`config.mk`:
```
export PLATFORM = sky130hd
export DESIGN_NAME = lsscu_core
export DESIGN_NICKNAME = d
export VERILOG_FILES = /design/src/logic/lsscu_pkg.sv /design/src/logic/lsscu_core.sv /design/src/logic/lsscu_fifo.sv /design/src/logic/lsscu_rx.sv
export SDC_FILE = /design/constraint.sdc
export NUM_CORES = 1
export LEC_CHECK = 0
export ABC_AREA = 0
export BUFFER_PORTS_ARGS = -buffer_cell sky130_fd_sc_hd__buf_2
export CAP_MARGIN = 20
export CORE_MARGIN = 2
export CORE_UTILIZATION = 50
export DETAILED_ROUTE_END_ITERATION = 8
export GPL_ROUTABILITY_DRIVEN = 0
export GPL_TIMING_DRIVEN = 0
export MAX_ROUTING_LAYER = met4
export PLACE_DENSITY = 0.73
export SYNTH_ARGS = -nofsm -noshare
export SYNTH_HDL_FRONTEND = slang
export SYNTH_SLANG_ARGS = --single-unit
```
`constraint.sdc`:
```
create_clock -name mclk_in -period 3.4 [get_ports mclk_in]
set_input_delay 0.17 -clock mclk_in [delete_from_list [all_inputs] [get_ports mclk_in]]
set_output_delay 0.17 -clock mclk_in [all_outputs]
set_load 0.01 [all_outputs]
```
`src/logic/lsscu_pkg.sv`:
```
// Overview of operation
// RULE1: Slave only; write takes two bytes
// RULE2: Host waits eight clocks between commands
// RULE3: Break character reinitialises command byte tracking
// RULE4: Host sends break first, once
// RULE5: Main reset aborts dump, resets integrators
// RULE6: Host idles input high thirty clocks
// RULE7: Host sends three main resets
// RULE8: Output undefined until after first reset
// RULE9: Begin integration twenty clocks after command
// RULE10: Sample holds integrators, returns them to reset
// RULE11: Dump converts each held pixel, shifts out
// RULE12: Frame: start zero, data LSB first, stop
// RULE13: Pixels go out zero through 101
// RULE14: First frame after twenty, then every ten
// RULE15: Cancel stops dump, resets integrators, drops hold
// RULE16: Sample dump equals sample then dump
// RULE17: Restart variant also begins integration
// RULE18: Prefix 010 plus address, then data stored
// RULE19: Prefix 011 reads addressed register LSB first
// RULE20: Read data appears four clocks later
// RULE21: Host programs zones before any dump
// RULE22: Input sampled rising, output launched falling
// RULE23: Command bytes framed with start and stop
// RULE24: Offsets at 0,2,4; gains 1,3,5; mode 1F
// RULE25: Host writes zeros to mode register
// RULE26: Unknown command bytes change nothing
package lsscu_pkg;

  // ----------------------------------------------------------------
  // Command encodings
  // ----------------------------------------------------------------
  localparam logic [7:0] CMD_MAIN_RESET     = 8'h1B;
  localparam logic [7:0] CMD_BEGIN_INTEG    = 8'h08;
  localparam logic [7:0] CMD_SAMPLE_HOLD    = 8'h10;
  localparam logic [7:0] CMD_PIXEL_DUMP     = 8'h02;
  localparam logic [7:0] CMD_DUMP_CANCEL    = 8'h19;
  localparam logic [7:0] CMD_SAMPLE_DUMP    = 8'h12;
  localparam logic [7:0] CMD_SAMPLE_RESTART = 8'h16;
  localparam logic [2:0] CMD_WRITE_PREFIX   = 3'h2;
  localparam logic [2:0] CMD_FETCH_PREFIX   = 3'h3;

  // ----------------------------------------------------------------
  // Register map and reset values
  // ----------------------------------------------------------------
  localparam logic [4:0] ADDR_OFFSET0   = 5'h00;
  localparam logic [4:0] ADDR_GAIN0     = 5'h01;
  localparam logic [4:0] ADDR_ZONE_LAST = 5'h05;
  localparam logic [4:0] ADDR_MODE      = 5'h1F;
  localparam logic [7:0] OFFSET_RST     = 8'h00;
  localparam logic [4:0] GAIN_RST       = 5'h00;
  localparam logic [3:0] MODE_RST       = 4'h0;

  // ----------------------------------------------------------------
  // Pixel width and count; waits and bit counts in serial clocks
  // ----------------------------------------------------------------
  localparam int         PIX_W        = 7;
  localparam logic [6:0] PIXEL_COUNT  = 7'h66;
  localparam logic [4:0] DUMP_WAIT    = 5'h14;
  localparam logic [4:0] START_WAIT   = 5'h14;
  localparam logic [4:0] READ_WAIT    = 5'h04;
  localparam logic [3:0] FRAME_LEFT   = 4'h9;
  localparam logic [3:0] RX_STOP_BIT  = 4'h9;
  localparam logic [3:0] RX_HOLD_LOW  = 4'hA;

  // ----------------------------------------------------------------
  // Types
  // ----------------------------------------------------------------
  typedef struct packed {
    logic [2:0][7:0] offset;
    logic [2:0][4:0] gain;
    logic [3:0]      mode;
  } lsscu_cfg_t;

  typedef struct packed {
    logic integ_reset;
    logic integ_run;
    logic sample_pulse;
    logic hold_valid;
  } lsscu_pix_t;

  typedef enum logic [1:0] {TX_IDLE, TX_WAIT, TX_SEND} lsscu_tx_t;

endpackage

```
`src/logic/lsscu_core.sv`:
```
`timescale 1ns/1ps
module lsscu_core #(
  parameter int FIFO_DEPTH = 16
) (
  // Clock and reset
  input  wire logic                      mclk_in,
  input  wire logic                      rst_n_in,
  // Serial link
  input  wire logic                      serial_clk_in,
  input  wire logic                      serial_cmd_in,
  output logic                           serial_data_out,
  // Converter
  input  wire logic                      adc_valid_in,
  input  wire logic [7:0]                adc_code_in,
  output logic                           adc_req_out,
  output logic                           adc_ready_out,
  output logic [lsscu_pkg::PIX_W-1:0]    adc_index_out,
  // Array control and configuration
  output lsscu_pkg::lsscu_pix_t          pix_ctrl_out,
  output lsscu_pkg::lsscu_cfg_t          cfg_out,
  output logic                           dump_busy_out
);

  // ----------------------------------------------------------------
  // Register access functions
  // ----------------------------------------------------------------
  function automatic lsscu_pkg::lsscu_cfg_t cfg_write(
    input lsscu_pkg::lsscu_cfg_t c,
    input logic [4:0]            a,
    input logic [7:0]            d
  );
    lsscu_pkg::lsscu_cfg_t r;
    r = c;
    if (a == lsscu_pkg::ADDR_MODE) begin
      r.mode = d[3:0];
    end else if (a <= lsscu_pkg::ADDR_ZONE_LAST) begin
      if (a[0]) begin
        r.gain[a[2:1]] = d[4:0];
      end else begin
        r.offset[a[2:1]] = d;
      end
    end
    return r;
  endfunction

  function automatic logic [7:0] cfg_read(
    input lsscu_pkg::lsscu_cfg_t c,
    input logic [4:0]            a
  );
    logic [7:0] r;
    r = 8'h00;
    if (a == lsscu_pkg::ADDR_MODE) begin
      r = {4'h0, c.mode};
    end else if (a <= lsscu_pkg::ADDR_ZONE_LAST) begin
      r = a[0] ? {3'h0, c.gain[a[2:1]]} : c.offset[a[2:1]];
    end
    return r;
  endfunction

  // ----------------------------------------------------------------
  // Pin synchronisers and edges
  // ----------------------------------------------------------------
  logic [1:0] sclk_sync_reg;
  logic [1:0] serial_cmd_in_sync_reg;
  logic       sclk_prev_reg;
  logic       sclk_rise;
  logic       sclk_fall;

  always_ff @(posedge mclk_in or negedge rst_n_in) begin
    if (!rst_n_in) begin
      sclk_sync_reg <= 2'h0;
      serial_cmd_in_sync_reg <= 2'h3;
      sclk_prev_reg <= 1'b0;
    end else begin
      sclk_sync_reg <= {sclk_sync_reg[0], serial_clk_in};
      serial_cmd_in_sync_reg <= {serial_cmd_in_sync_reg[0], serial_cmd_in};
      sclk_prev_reg <= sclk_sync_reg[1];
    end
  end

  assign sclk_rise = sclk_sync_reg[1] && !sclk_prev_reg; // RULE22
  assign sclk_fall = !sclk_sync_reg[1] && sclk_prev_reg; // RULE22

  // ----------------------------------------------------------------
  // Command reception and decode
  // ----------------------------------------------------------------
  logic       rx_valid;
  logic [7:0] rx_byte;
  logic       rx_brk;

  lsscu_rx u_rx (
    .clk_in         (mclk_in),
    .rst_n_in       (rst_n_in),
    .bit_en_in      (sclk_rise),
    .bit_in         (serial_cmd_in_sync_reg[1]),
    .byte_valid_out (rx_valid),
    .byte_out       (rx_byte),
    .brk_out        (rx_brk)
  );

  logic expect_data_reg;
  logic [4:0] wr_addr_reg;
  logic is_cmd;
  logic c_rst;
  logic c_start;
  logic c_smp;
  logic c_dump;
  logic c_cancel;
  logic c_sd;
  logic c_sdr;
  logic c_wr;
  logic c_rd;
  logic known;
  logic do_kill;
  logic do_sample;
  logic do_dump;
  logic do_start;
  logic cfg_wr;

  assign is_cmd   = rx_valid && !expect_data_reg; // RULE1
  assign c_rst    = is_cmd && rx_byte == lsscu_pkg::CMD_MAIN_RESET;
  assign c_start  = is_cmd && rx_byte == lsscu_pkg::CMD_BEGIN_INTEG;
  assign c_smp    = is_cmd && rx_byte == lsscu_pkg::CMD_SAMPLE_HOLD;
  assign c_dump   = is_cmd && rx_byte == lsscu_pkg::CMD_PIXEL_DUMP;
  assign c_cancel = is_cmd && rx_byte == lsscu_pkg::CMD_DUMP_CANCEL;
  assign c_sd     = is_cmd && rx_byte == lsscu_pkg::CMD_SAMPLE_DUMP;
  assign c_sdr    = is_cmd && rx_byte == lsscu_pkg::CMD_SAMPLE_RESTART;
  assign c_wr     = is_cmd && rx_byte[7:5] == lsscu_pkg::CMD_WRITE_PREFIX;
  assign c_rd     = is_cmd && rx_byte[7:5] == lsscu_pkg::CMD_FETCH_PREFIX;
  assign known    = c_rst | c_start | c_smp | c_dump | c_cancel | c_sd |
                    c_sdr | c_wr | c_rd; // RULE26
  assign do_kill   = c_rst | c_cancel; // RULE5 RULE15
  assign do_sample = c_smp | c_sd | c_sdr; // RULE16 RULE17
  assign do_dump   = c_dump | c_sd | c_sdr; // RULE16 RULE17
  assign do_start  = c_start | c_sdr; // RULE17
  assign cfg_wr    = rx_valid && expect_data_reg; // RULE18

  always_ff @(posedge mclk_in or negedge rst_n_in) begin
    if (!rst_n_in) begin
      expect_data_reg <= 1'b0;
      wr_addr_reg     <= 5'h00;
    end else if (rx_brk) begin
      expect_data_reg <= 1'b0; // RULE3
    end else if (rx_valid) begin
      expect_data_reg <= c_wr; // RULE1
      if (c_wr) begin
        wr_addr_reg <= rx_byte[4:0];
      end
    end
  end

  // ----------------------------------------------------------------
  // Zone registers
  // ----------------------------------------------------------------
  lsscu_pkg::lsscu_cfg_t cfg_reg;
  logic [7:0]            rd_sel;

  assign rd_sel  = cfg_read(cfg_reg, rx_byte[4:0]); // RULE19 RULE24
  assign cfg_out = cfg_reg;

  always_ff @(posedge mclk_in or negedge rst_n_in) begin
    if (!rst_n_in) begin
      cfg_reg.offset <= {3{lsscu_pkg::OFFSET_RST}};
      cfg_reg.gain   <= {3{lsscu_pkg::GAIN_RST}};
      cfg_reg.mode   <= lsscu_pkg::MODE_RST;
    end else if (cfg_wr) begin
      cfg_reg <= cfg_write(cfg_reg, wr_addr_reg, rx_byte); // RULE18 RULE24
    end
  end

  // ----------------------------------------------------------------
  // Integrator control
  // ----------------------------------------------------------------
  lsscu_pkg::lsscu_pix_t pix_reg;
  logic                  start_pend_reg;
  logic [4:0]            start_cnt_reg;

  assign pix_ctrl_out = pix_reg;

  always_ff @(posedge mclk_in or negedge rst_n_in) begin
    if (!rst_n_in) begin
      pix_reg        <= '{integ_reset: 1'b1, default: 1'b0};
      start_pend_reg <= 1'b0;
      start_cnt_reg  <= 5'h00;
    end else if (do_kill) begin
      pix_reg        <= '{integ_reset: 1'b1, default: 1'b0}; // RULE5 RULE15
      start_pend_reg <= 1'b0;
    end else begin
      pix_reg.sample_pulse <= do_sample; // RULE10
      if (do_sample) begin
        pix_reg.hold_valid  <= 1'b1; // RULE10
        pix_reg.integ_run   <= 1'b0;
        pix_reg.integ_reset <= 1'b1;
      end
      if (do_start) begin
        start_pend_reg <= 1'b1;
        start_cnt_reg  <= lsscu_pkg::START_WAIT; // RULE9
      end else if (start_pend_reg && sclk_rise) begin
        // Integration begins only once auto-zero has had its clocks
        if (start_cnt_reg == 5'h01) begin
          start_pend_reg      <= 1'b0;
          pix_reg.integ_run   <= 1'b1; // RULE9
          pix_reg.integ_reset <= 1'b0;
        end else begin
          start_cnt_reg <= start_cnt_reg - 5'h01;
        end
      end
    end
  end

  // ----------------------------------------------------------------
  // Converter feed and pixel buffer
  // ----------------------------------------------------------------
  lsscu_pkg::lsscu_tx_t tx_state_reg;
  logic                 tx_dump_reg;
  logic [6:0]           adc_idx_reg;
  logic                 fifo_in_ready;
  logic                 fifo_out_valid;
  logic [7:0]           fifo_out_data;
  logic                 fifo_pop;
  logic                 start_dump;
  logic                 start_read;
  logic                 adc_take;

  assign start_dump    = do_dump && tx_state_reg == lsscu_pkg::TX_IDLE;
  assign start_read    = c_rd && tx_state_reg == lsscu_pkg::TX_IDLE;
  assign adc_req_out   = tx_dump_reg && adc_idx_reg < lsscu_pkg::PIXEL_COUNT;
  assign adc_ready_out = adc_req_out && fifo_in_ready;
  assign adc_take      = adc_valid_in && adc_ready_out;
  assign adc_index_out = adc_idx_reg;
  assign dump_busy_out = tx_dump_reg;

  always_ff @(posedge mclk_in or negedge rst_n_in) begin
    if (!rst_n_in) begin
      adc_idx_reg <= 7'h00;
    end else if (do_kill || start_dump) begin
      adc_idx_reg <= 7'h00;
    end else if (adc_take) begin
      adc_idx_reg <= adc_idx_reg + 7'h01; // RULE13
    end
  end

  // Converter may run ahead of the line; a full buffer stalls it
  lsscu_fifo #(
    .WIDTH (8),
    .DEPTH (FIFO_DEPTH)
  ) u_fifo (
    .clk_in        (mclk_in),
    .rst_n_in      (rst_n_in),
    .flush_in      (do_kill || start_dump),
    .in_valid_in   (adc_valid_in && adc_req_out),
    .in_data_in    (adc_code_in),
    .in_ready_out  (fifo_in_ready),
    .out_valid_out (fifo_out_valid),
    .out_data_out  (fifo_out_data),
    .out_ready_in  (fifo_pop)
  );

  // ----------------------------------------------------------------
  // Output framer
  // ----------------------------------------------------------------
  logic [4:0] tx_wait_reg;
  logic [8:0] tx_shift_reg;
  logic [3:0] tx_left_reg;
  logic [7:0] rd_byte_reg;
  logic [6:0] pix_cnt_reg;
  logic       frame_go;
  logic       dump_more;
  logic       frame_load;
  logic [7:0] frame_byte;

  assign frame_go   = sclk_fall &&
                      ((tx_state_reg == lsscu_pkg::TX_WAIT &&
                        tx_wait_reg == 5'h01) ||
                       (tx_state_reg == lsscu_pkg::TX_SEND &&
                        tx_left_reg == 4'h0));
  assign dump_more  = tx_dump_reg && pix_cnt_reg < lsscu_pkg::PIXEL_COUNT;
  assign fifo_pop   = frame_go && dump_more && fifo_out_valid; // RULE11
  assign frame_load = fifo_pop || (frame_go && !tx_dump_reg &&
                      tx_state_reg == lsscu_pkg::TX_WAIT);
  assign frame_byte = tx_dump_reg ? fifo_out_data : rd_byte_reg;

  always_ff @(posedge mclk_in or negedge rst_n_in) begin
    if (!rst_n_in) begin
      tx_state_reg    <= lsscu_pkg::TX_IDLE;
      tx_dump_reg     <= 1'b0;
      tx_wait_reg     <= 5'h00;
      tx_shift_reg    <= 9'h1FF;
      tx_left_reg     <= 4'h0;
      rd_byte_reg     <= 8'h00;
      pix_cnt_reg     <= 7'h00;
      serial_data_out <= 1'b1; // RULE8
    end else if (do_kill) begin
      // Line returns high at the next falling edge from idle
      tx_state_reg <= lsscu_pkg::TX_IDLE; // RULE5 RULE15
      tx_dump_reg  <= 1'b0;
      tx_left_reg  <= 4'h0;
    end else if (start_dump) begin
      tx_state_reg <= lsscu_pkg::TX_WAIT;
      tx_wait_reg  <= lsscu_pkg::DUMP_WAIT; // RULE14
      tx_dump_reg  <= 1'b1;
      pix_cnt_reg  <= 7'h00;
    end else if (start_read) begin
      tx_state_reg <= lsscu_pkg::TX_WAIT;
      tx_wait_reg  <= lsscu_pkg::READ_WAIT; // RULE20
      rd_byte_reg  <= rd_sel; // RULE19
    end else if (frame_load) begin
      serial_data_out <= 1'b0; // RULE12
      tx_shift_reg    <= {1'b1, frame_byte}; // RULE12
      tx_left_reg     <= lsscu_pkg::FRAME_LEFT;
      tx_state_reg    <= lsscu_pkg::TX_SEND;
      if (fifo_pop) begin
        pix_cnt_reg <= pix_cnt_reg + 7'h01; // RULE13
      end
    end else if (frame_go) begin
      // An empty buffer delays the frame rather than sending junk
      tx_state_reg <= dump_more ? lsscu_pkg::TX_WAIT : lsscu_pkg::TX_IDLE;
      tx_dump_reg  <= dump_more;
    end else if (sclk_fall) begin
      case (tx_state_reg)
        lsscu_pkg::TX_IDLE: begin
          serial_data_out <= 1'b1;
        end
        lsscu_pkg::TX_WAIT: begin
          tx_wait_reg <= tx_wait_reg - 5'h01;
        end
        default: begin
          serial_data_out <= tx_shift_reg[0]; // RULE12 RULE22
          tx_shift_reg    <= {1'b1, tx_shift_reg[8:1]};
          tx_left_reg     <= tx_left_reg - 4'h1; // RULE14
        end
      endcase
    end
  end
endmodule

```
`src/logic/lsscu_fifo.sv`:
```
`timescale 1ns/1ps
module lsscu_fifo #(
  parameter int WIDTH = 8,
  parameter int DEPTH = 16,
  parameter int AW    = $clog2(DEPTH)
) (
  // Clock and reset
  input  wire logic             clk_in,
  input  wire logic             rst_n_in,
  input  wire logic             flush_in,
  // Fill side
  input  wire logic             in_valid_in,
  input  wire logic [WIDTH-1:0] in_data_in,
  output logic                  in_ready_out,
  // Drain side
  output logic                  out_valid_out,
  output logic [WIDTH-1:0]      out_data_out,
  input  wire logic             out_ready_in
);

  logic [WIDTH-1:0] mem_reg [DEPTH];
  logic [AW:0]      wr_ptr_reg;
  logic [AW:0]      rd_ptr_reg;
  logic             push;
  logic             pop;

  assign in_ready_out  = (wr_ptr_reg - rd_ptr_reg) != (AW+1)'(DEPTH);
  assign out_valid_out = wr_ptr_reg != rd_ptr_reg;
  assign out_data_out  = mem_reg[rd_ptr_reg[AW-1:0]];
  assign push          = in_valid_in && in_ready_out;
  assign pop           = out_valid_out && out_ready_in;

  always_ff @(posedge clk_in) begin
    if (push) begin
      mem_reg[wr_ptr_reg[AW-1:0]] <= in_data_in;
    end
  end

  always_ff @(posedge clk_in or negedge rst_n_in) begin
    if (!rst_n_in) begin
      wr_ptr_reg <= '0;
      rd_ptr_reg <= '0;
    end else if (flush_in) begin
      wr_ptr_reg <= '0;
      rd_ptr_reg <= '0;
    end else begin
      wr_ptr_reg <= wr_ptr_reg + (AW+1)'(push);
      rd_ptr_reg <= rd_ptr_reg + (AW+1)'(pop);
    end
  end

endmodule

```
`src/logic/lsscu_rx.sv`:
```
`timescale 1ns/1ps
module lsscu_rx (
  // Clock and reset
  input  wire logic       clk_in,
  input  wire logic       rst_n_in,
  // Sampled line
  input  wire logic       bit_en_in,
  input  wire logic       bit_in,
  // Received byte
  output logic            byte_valid_out,
  output logic [7:0]      byte_out,
  output logic            brk_out
);

  logic [3:0] cnt_reg;
  logic       stop_seen;

  // Bit counter: 0 idle, 1-8 data, 9 stop, 10 waiting for line high
  assign stop_seen = bit_en_in && (cnt_reg == lsscu_pkg::RX_STOP_BIT);

  always_ff @(posedge clk_in or negedge rst_n_in) begin
    if (!rst_n_in) begin
      cnt_reg        <= 4'h0;
      byte_out       <= 8'h00;
      byte_valid_out <= 1'b0;
      brk_out        <= 1'b0;
    end else begin
      byte_valid_out <= stop_seen && bit_in; // RULE23
      brk_out        <= stop_seen && !bit_in && (byte_out == 8'h00);
      if (bit_en_in) begin
        if (cnt_reg == 4'h0) begin
          cnt_reg <= bit_in ? 4'h0 : 4'h1;
        end else if (cnt_reg < lsscu_pkg::RX_STOP_BIT) begin
          byte_out <= {bit_in, byte_out[7:1]};
          cnt_reg  <= cnt_reg + 4'h1;
        end else if (cnt_reg == lsscu_pkg::RX_STOP_BIT) begin
          // A low stop bit is a break or a bad frame; let the line rise
          cnt_reg <= bit_in ? 4'h0 : lsscu_pkg::RX_HOLD_LOW;
        end else if (bit_in) begin
          cnt_reg <= 4'h0;
        end
      end
    end
  end

endmodule

```
==> metrics, run 1 <==
result of the run complete, no violations; Synth top area share 33.1%; via count of the first global-routing pass roughly 7400; largest area contributor in the synthesized netlist sky130_fd_sc_hd__edfxtp_1; filler cell count ~1800; ant diodes 0; placed wire-length estimate between 15000 and 20000 um; number of enable-type register cells in the synthesized netlist 128; period utilization between 90% and 100%; Cell Count Post-Placement 1215; count of routing violations after the opening detailed-route iteration between 500 and 600; Post-DRT Antenna Nets 0; Hold Path Depth 1; height of the die 156 um; start point of the worst hold path adc_code_in[1]; path class of the lowest-slack min-delay path in2reg; Root Driver sky130_fd_sc_hd__clkbuf_16; fmax slightly above 300 MHz; Reg2Reg Setup Slack approximately 160 ps; most used flip-flop cell after synthesis sky130_fd_sc_hd__edfxtp_1; number of rows in the core area 55; Data required, critical path approximately 3800 ps; share of cells above drive strength 1 about 28%; placeable core region between 20000 and 25000 um^2; post-synthesis sequential area ratio 61.4%; clock tree from TritonCTS built; WP data arrival ~3700 ps; cts bufs inserted 27; overall fraction of global-route tracks in use between 20% and 30%; static power due to leakage between 0.005 and 0.006 uW; # clock sinks between 200 and 300; cell area power density between 500 and 600 nW/um^2; Final Setup Violations 0; Hold Violations, Final 0; # IOs between 70 and 80; Skew-Pair Late Insertion Delay between 500 and 600 ps; total via count in the routed design between 7000 and 8000; overall die width roughly 160 um; Pre-Repair DR Iteration Count 5; die area approximately 24000 um^2; Cells after Synth roughly 840; Synth-to-Final Area Change 16.2%; class of the most critical setup path reg2reg; global route overflow 0; Max-Slew Margin vs Limit between 20% and 30%; Post-Route Skew between 15 and 20 ps; launch instance of the worst register-to-register path u_fifo.rd_ptr_reg[2]; Worst Tran Pin Value about 1100 ps; number of nets in the finished design ~1000; post-synth cell types just under 80; post-layout minimum cycle time about 3200 ps; number of antenna violations at the first check in global routing 0; RSZ-0062 raised after global routing false; total wire length after detailed routing about 26000 um; non-filler cells, final 1274; maximum vdd ir drop approximately 0.00043 V; initial core utilization between 50 and 60%; sequential standard cell area about 7000 um^2; flip-flop count of the largest register after layout 128; maximum clock path buffer count 3; register clock-pin slew on the reported worst setup and hold paths ~60 ps; worst reg-to-reg path cell count 13; wire length per cell after detailed routing around 20 um; Area contributors post-synth sky130_fd_sc_hd__edfxtp_1 (33%), sky130_fd_sc_hd__dfrtp_1 (26%), sky130_fd_sc_hd__mux2_2 (5.5%), sky130_fd_sc_hd__mux4_2 (4.3%), sky130_fd_sc_hd__mux2i_1 (3.9%); CTS H-tree depth 1; maximum number of pins on one net before global-route repair 91; Worst Hold Endpoint u_fifo.mem_reg[10][1]; post-synthesis net count approximately 880; reg-to-reg critical path endpoint u_fifo.wr_ptr_reg[4]; Yosys warning total 0; Vias per Instance a little under 6; startpoint type of the worst setup path register; Residual DRC 0; average size of a mapped cell 13.8 um^2; number of storage elements in the synthesis netlist roughly 260; max-cap viol count 0; first-pass GRT wire length slightly above 40000 um; Max Transition Viols Final 0; kind of capture point of the worst setup path register; area occupied by multi-input gates between 4000 and 5000 um^2; Crit Path Max Fanout 10; fraction of registers with async set/reset approximately half; overall power consumption 7330 uW; Port Buffers 70; combined area of all synthesized cells between 10000 and 15000 um^2
[layout make-up]
| type | count | area share [%] |
|---|---|---|
| flip-flops and latches | 259 | 52.8 |
| repair buffers | 98 | 4.34 |
| plain buffers | 35 | 1.30 |
| multi-input cells | 523 | 31.5 |
| clock buffers | 40 | 5.73 |
| clock inverters | 10 | 0.926 |
| inverters | 24 | 0.695 |
| well taps | 285 | 2.64 |
[cells by family (layout without fill, tap and decap cells)]
| group | count (synthesis) | count (layout) | synth area share, % |
|---|---|---|---|
| compound gates | 134 | 134 | 8.49 |
| mux | 124 | 124 | 13.7 |
| simple gates | 234 | 234 | 11.1 |
| fa+ha+maj | 18 | 18 | 1.94 |
| xor+xnor | 13 | 13 | 1.10 |
| flops | 259 | 259 | 61.4 |
| buf+inv | 62 | 207 | 2.32 |
[per-stage QoR]
step                cell area, um^2  utilization (%)  hold WS (ps)  TNS [ps]  setup WS [ps]
floorplan                     11600                -          -126         0            268
finish                        13500             59.5          28.8         0            160
CTS                           13500             59.4          13.0         0           71.1
global placement              12300             54.3           277   -102780          -1290
global route                  13500             59.5          27.7         0           8.56
detailed placement            12500             55.0           119    -28670           -555
[critical path, stage by stage (launching register included)]
cell,delay [ps]
sky130_fd_sc_hd__dfrtp_2,550
sky130_fd_sc_hd__clkinvlp_4,190
sky130_fd_sc_hd__ha_1,330
sky130_fd_sc_hd__nand4_1,210
sky130_fd_sc_hd__nand3b_1,310
sky130_fd_sc_hd__and3_1,270
sky130_fd_sc_hd__nand2_2,190
sky130_fd_sc_hd__buf_2,260
sky130_fd_sc_hd__inv_1,70
sky130_fd_sc_hd__ha_1,210
sky130_fd_sc_hd__ha_1,220
sky130_fd_sc_hd__nand3_1,100
sky130_fd_sc_hd__xor2_1,150
sky130_fd_sc_hd__nor2_1,50
[cell usage after synthesis, types with 7 or more instances]
master and count:
sky130_fd_sc_hd__nor4_1 8, sky130_fd_sc_hd__inv_1 23, sky130_fd_sc_hd__ha_1 18, sky130_fd_sc_hd__nor2_1 48
sky130_fd_sc_hd__or4_1 7, sky130_fd_sc_hd__o21ai_0 26, sky130_fd_sc_hd__mux2_2 57, sky130_fd_sc_hd__a21oi_1 22
sky130_fd_sc_hd__a22o_1 11, sky130_fd_sc_hd__nand3_1 23, sky130_fd_sc_hd__nand2b_1 13, sky130_fd_sc_hd__mux2i_1 45
sky130_fd_sc_hd__buf_2 15, sky130_fd_sc_hd__nand2_1 45, sky130_fd_sc_hd__or3_1 12, sky130_fd_sc_hd__dfstp_2 12
sky130_fd_sc_hd__mux4_2 22, sky130_fd_sc_hd__edfxtp_1 128, sky130_fd_sc_hd__nor3_1 25, sky130_fd_sc_hd__dfrtp_1 119
sky130_fd_sc_hd__and2_1 10, sky130_fd_sc_hd__clkbuf_1 18
[how the worst max path moves through the flow]
stage                    startpoint                     to  depth (start not counted)  slack, ps
6_report       u_fifo.rd_ptr_reg[2]   u_fifo.wr_ptr_reg[4]                         13        160
3_3_place_gp   u_fifo.rd_ptr_reg[1]   u_fifo.mem_reg[1][5]                          9      -1290
5_1_grt        u_fifo.rd_ptr_reg[2]   u_fifo.wr_ptr_reg[4]                         13          9
3_5_place_dp   u_fifo.rd_ptr_reg[1]   u_fifo.mem_reg[0][5]                         10       -560
4_1_cts        u_fifo.rd_ptr_reg[1]   u_fifo.wr_ptr_reg[4]                         14         70
2_1_floorplan  u_fifo.rd_ptr_reg[1]  u_fifo.mem_reg[12][0]                          9        270
[power by group]
part / leakage (uW) / switching [uW] / total (uW) / internal [uW]
Clock: 0.000441 / 1230 / 2970 / 1740
Sequential: 0.00291 / 132 / 3540 / 3410
Combinational: 0.00214 / 514 / 818 / 304
[layer usage]
layer	track usage [%]	up-vias	part of all wire, %
met2	34.6	203	48
met3	4.15	49	5.3
met1	29.9	3867	44
met4	5.64	0	2.6
li1	-	3480	-
met5	-	-	0
[placed cells by master, fill, tap and decap left out, types with 6 or more instances in the layout]
cell type	n
sky130_fd_sc_hd__clkbuf_1	24
sky130_fd_sc_hd__edfxtp_1	128
sky130_fd_sc_hd__nand2_1	45
sky130_fd_sc_hd__a22o_1	11
sky130_fd_sc_hd__a21oi_1	22
sky130_fd_sc_hd__a22oi_1	6
sky130_fd_sc_hd__or4_1	7
sky130_fd_sc_hd__o22ai_1	6
sky130_fd_sc_hd__mux2_2	57
sky130_fd_sc_hd__xor2_1	6
sky130_fd_sc_hd__clkbuf_16	27
sky130_fd_sc_hd__and2_1	10
sky130_fd_sc_hd__nor4_2	6
sky130_fd_sc_hd__buf_2	92
sky130_fd_sc_hd__dlygate4sd3_1	9
sky130_fd_sc_hd__o21ai_0	26
sky130_fd_sc_hd__o221a_2	6
sky130_fd_sc_hd__dfrtp_1	118
sky130_fd_sc_hd__nor3_1	25
sky130_fd_sc_hd__nor2_1	47
sky130_fd_sc_hd__xnor2_1	6
sky130_fd_sc_hd__buf_4	12
sky130_fd_sc_hd__ha_1	18
sky130_fd_sc_hd__nand2b_1	13
sky130_fd_sc_hd__dfstp_2	12
sky130_fd_sc_hd__mux4_2	22
sky130_fd_sc_hd__inv_1	22
sky130_fd_sc_hd__or3_1	12
sky130_fd_sc_hd__mux2i_1	45
sky130_fd_sc_hd__o31ai_1	6
sky130_fd_sc_hd__nand3_1	23
[timing repair]
| action | CTS | global route |
|---|---|---|
| endpoints found under the hold margin | 123 | 0 |
| resized for setup | 4 | 1 |
| cloned | 0 | 0 |
| buffers inserted | 1 | 2 |
| setup endpoints to repair | 111 | 19 |
| pin swaps | 0 | 0 |
| hold buffers | 9 | 0 |
(Power assumes the default switching activity.)
==> inputs of run 2 (changes only) <==
Settings changed: CTS_BUF_LIST from default to sky130_fd_sc_hd__clkbuf_2 sky130_fd_sc_hd__clkbuf_4 sky130_fd_sc_hd__clkbuf_8.
==> metrics, run 2 (same netlist as run 1, synthesis figures left out) <==
final core area utilization 59.2% (-0.25 points); Pre-Repair DR Iteration Count 4 (-1); start point of the worst hold path adc_valid_in; RSZ-0062 raised after global routing false; number of buffers and inverters on the critical path 4 (+1); class of the most critical setup path reg2reg; CTS H-tree depth 2 (+1); static power due to leakage 0.00551 uW (+0.25%); total wire length after detailed routing 26000 um (about the same); placeable core region 22700 um^2 (unchanged); initial core utilization 51.2% (unchanged); Max Transition Viols Final 0 (unchanged); Max-Slew Margin vs Limit 33.5% (+4.3 points); worst reg-to-reg path cell count 14 (+1); Reg2Reg Setup Slack 200 ps (+40 ps); path class of the lowest-slack min-delay path in2reg; Vias per Instance 5.90 (-1.0%); via count of the first global-routing pass 7596 (+2.2%); Hold Path Depth 4 (+3); Hold Violations, Final 0 (unchanged); Int Power 5150 uW (-5.5%); Worst Tran Pin Value 987 ps (-63.7 ps); # clock sinks 259 (unchanged); number of rows in the core area 55 (unchanged); critical-path cell list buf_4 -> inv_1 -> ha_1 -> nand4_1 -> nand3b_1 -> and3_1 -> nand2_2 -> buf_2 -> inv_1 -> ha_1 -> ha_1 -> nand3_1 -> xor2_1 -> nor2_1; Synth-to-Final Area Change 15.7%; Final Setup Violations 0 (unchanged); maximum vdd ir drop 0.000373 V (-14%); first-pass GRT wire length 41000 um (+0.59%); overall fraction of global-route tracks in use 22.3% (+0.28 points); Worst path most repeated cell sky130_fd_sc_hd__ha_1; Skew-Pair Late Insertion Delay 570 ps (+20 ps); maximum cell stage delay along the critical path 390 ps (-160 ps); Data required, critical path 3820 ps (about the same); cell family with the largest share of critical-path delay simple AND/OR/NAND/NOR gates; setup_tns 0 ps (unchanged); maximum clock path buffer count 3 (unchanged); Reg power frac 50.4% (+2.1 points); part of the power in the clock network 37.9% (-2.6 points); max-cap viol count 0 (unchanged); flip-flop count of the largest register after layout 128 (unchanged); die area 24500 um^2 (unchanged); launch instance of the worst register-to-register path u_fifo.rd_ptr_reg[1]; Post-DRT Antenna Nets 0 (unchanged); result of the run complete, no violations; Post-Route Skew 42.2 ps (+25.5 ps); number of antenna violations at the first check in global routing 0 (unchanged); standard cell with the maximum stage delay on the critical path sky130_fd_sc_hd__dfrtp_1; Crit Path Max Fanout 19 (+9); count of routing violations after the opening detailed-route iteration 559 (-4.4%); cts bufs inserted 42 (+56%); post-layout minimum cycle time 3200 ps (-37.9 ps); Port Buffers 70 (unchanged); most used cells in the layout excluding fill and tap cells sky130_fd_sc_hd__edfxtp_1 (128), sky130_fd_sc_hd__dfrtp_1 (118), sky130_fd_sc_hd__buf_2 (92), sky130_fd_sc_hd__mux2_2 (57), sky130_fd_sc_hd__nor2_1 (47); Net Sw Power 1870 uW (about the same); number of nets in the finished design 1015 (+1.6%); fraction of power spent switching nets 26.7% (+1.1 points); share of cells above drive strength 1 29.7% (+2.0 points); period utilization 94.2% (-1.1 points); WP data arrival 3620 ps (-30 ps); height of the die 156 um (unchanged); wire length per cell after detailed routing 19.9 um (-2.1%); global route overflow 0 (unchanged); reg-to-reg critical path endpoint u_fifo.wr_ptr_reg[4]; most common cell after layout, fill and taps aside sky130_fd_sc_hd__edfxtp_1; startpoint type of the worst setup path register; cell area power density 522 nW/um^2 (-3.7%); relative contribution of combinational cells to total power 11.7% (+0.5 points); Residual DRC 0 (unchanged); overall die width 156 um (unchanged); ant diodes 0 (unchanged); fmax 312 MHz (+1.2%); clock tree from TritonCTS built; total via count in the routed design 7688 (+1.2%); placed wire-length estimate 18000 um (unchanged); Worst Hold Endpoint adc_index_out[0]; Root Driver sky130_fd_sc_hd__clkbuf_8; kind of capture point of the worst setup path register; maximum number of pins on one net before global-route repair 91 (unchanged); # IOs 71 (unchanged); register clock-pin slew on the reported worst setup and hold paths 60 ps (about the same)
-- run 2: changes by cell type in the layout (fill, tap and decap cells not counted), moves of 2 or more --
cell                            change
sky130_fd_sc_hd__clkbuf_1           -8
sky130_fd_sc_hd__clkbuf_16         -27
sky130_fd_sc_hd__clkbuf_8          +38
sky130_fd_sc_hd__clkbuf_4          +22
sky130_fd_sc_hd__dlygate4sd3_1      +2
sky130_fd_sc_hd__clkinv_1           +6
sky130_fd_sc_hd__inv_8              +2
sky130_fd_sc_hd__bufinv_16          -2
-- run 2: power by group through the flow --
stage | logic, uW | clock network (uW) | registers [uW]
after floorplan | 563 | 0 | 3570
after global placement | 785 | 0 | 3590
after detailed placement | 805 | 0 | 3600
after CTS | 819 | 2700 | 3540
after global routing | 915 | 2860 | 3560
final | 823 | 2660 | 3540
-- run 2: how the worst max path moves through the flow --
stage	slack (ps)	to	cells past startpoint	start
after detailed placement	-560	u_fifo.mem_reg[0][5]	10	u_fifo.rd_ptr_reg[1]
after CTS	110	u_fifo.wr_ptr_reg[4]	14	u_fifo.rd_ptr_reg[1]
after floorplan	270	u_fifo.mem_reg[12][0]	9	u_fifo.rd_ptr_reg[1]
final	200	u_fifo.wr_ptr_reg[4]	14	u_fifo.rd_ptr_reg[1]
after global placement	-1290	u_fifo.mem_reg[1][5]	9	u_fifo.rd_ptr_reg[1]
after global routing	10	u_fifo.wr_ptr_reg[4]	14	u_fifo.rd_ptr_reg[1]
-- run 2: metal layers --
metal  share of wire, %  vias up  wire length [um]  global-route usage (%)
met5                  0        -                 0                       -
met4                2.9        0               750                    7.69
met3                6.5       59              1690                    4.85
met2                 47      242             12200                    34.3
met1                 43     3863             11300                    29.7
li1                   -     3524                 -                       -
-- run 2: cell type report --
cell class                      instances  area (um^2)
Clock buffer                           65          757
Multi-Input combinational cell        523         4260
Tap cell                              285          357
Sequential cell                       259         7140
Buffer                                 35          171
Inverter                               24         93.8
Fill cell                            1775         9260
Timing Repair Buffer                   99          599
Clock inverter                         12         76.3
-- run 2: timing repair --
item	CTS	global route
setup endpoints to repair	110	19
setup buffers	1	1
hold endpoints to repair	222	0
gates cloned	0	0
hold buffers	11	0
resized for setup	4	0
-- run 2: per-stage QoR --
step	cells	hold slack, ps	total power, uW	setup WS [ps]	cell area [um^2]
2_1_floorplan	844	-126	4130	268	11600
3_3_place_gp	1199	277	4380	-1290	12300
3_5_place_dp	1215	119	4400	-555	12500
4_1_cts	1301	23.5	7060	112	13400
5_1_grt	1302	43.9	7330	14.7	13400
6_report	1302	53.9	7030	198	13400
-- run 2: worst reg2reg max path: cells and delay by family (launching register included) --
kind / cells / cell delay, ps
buffers and inverters: 4 / 740
flip-flops: 1 / 390
XOR/XNOR: 1 / 150
AND/OR/NAND/NOR: 6 / 1060
adder cells (fa/ha/maj): 3 / 710
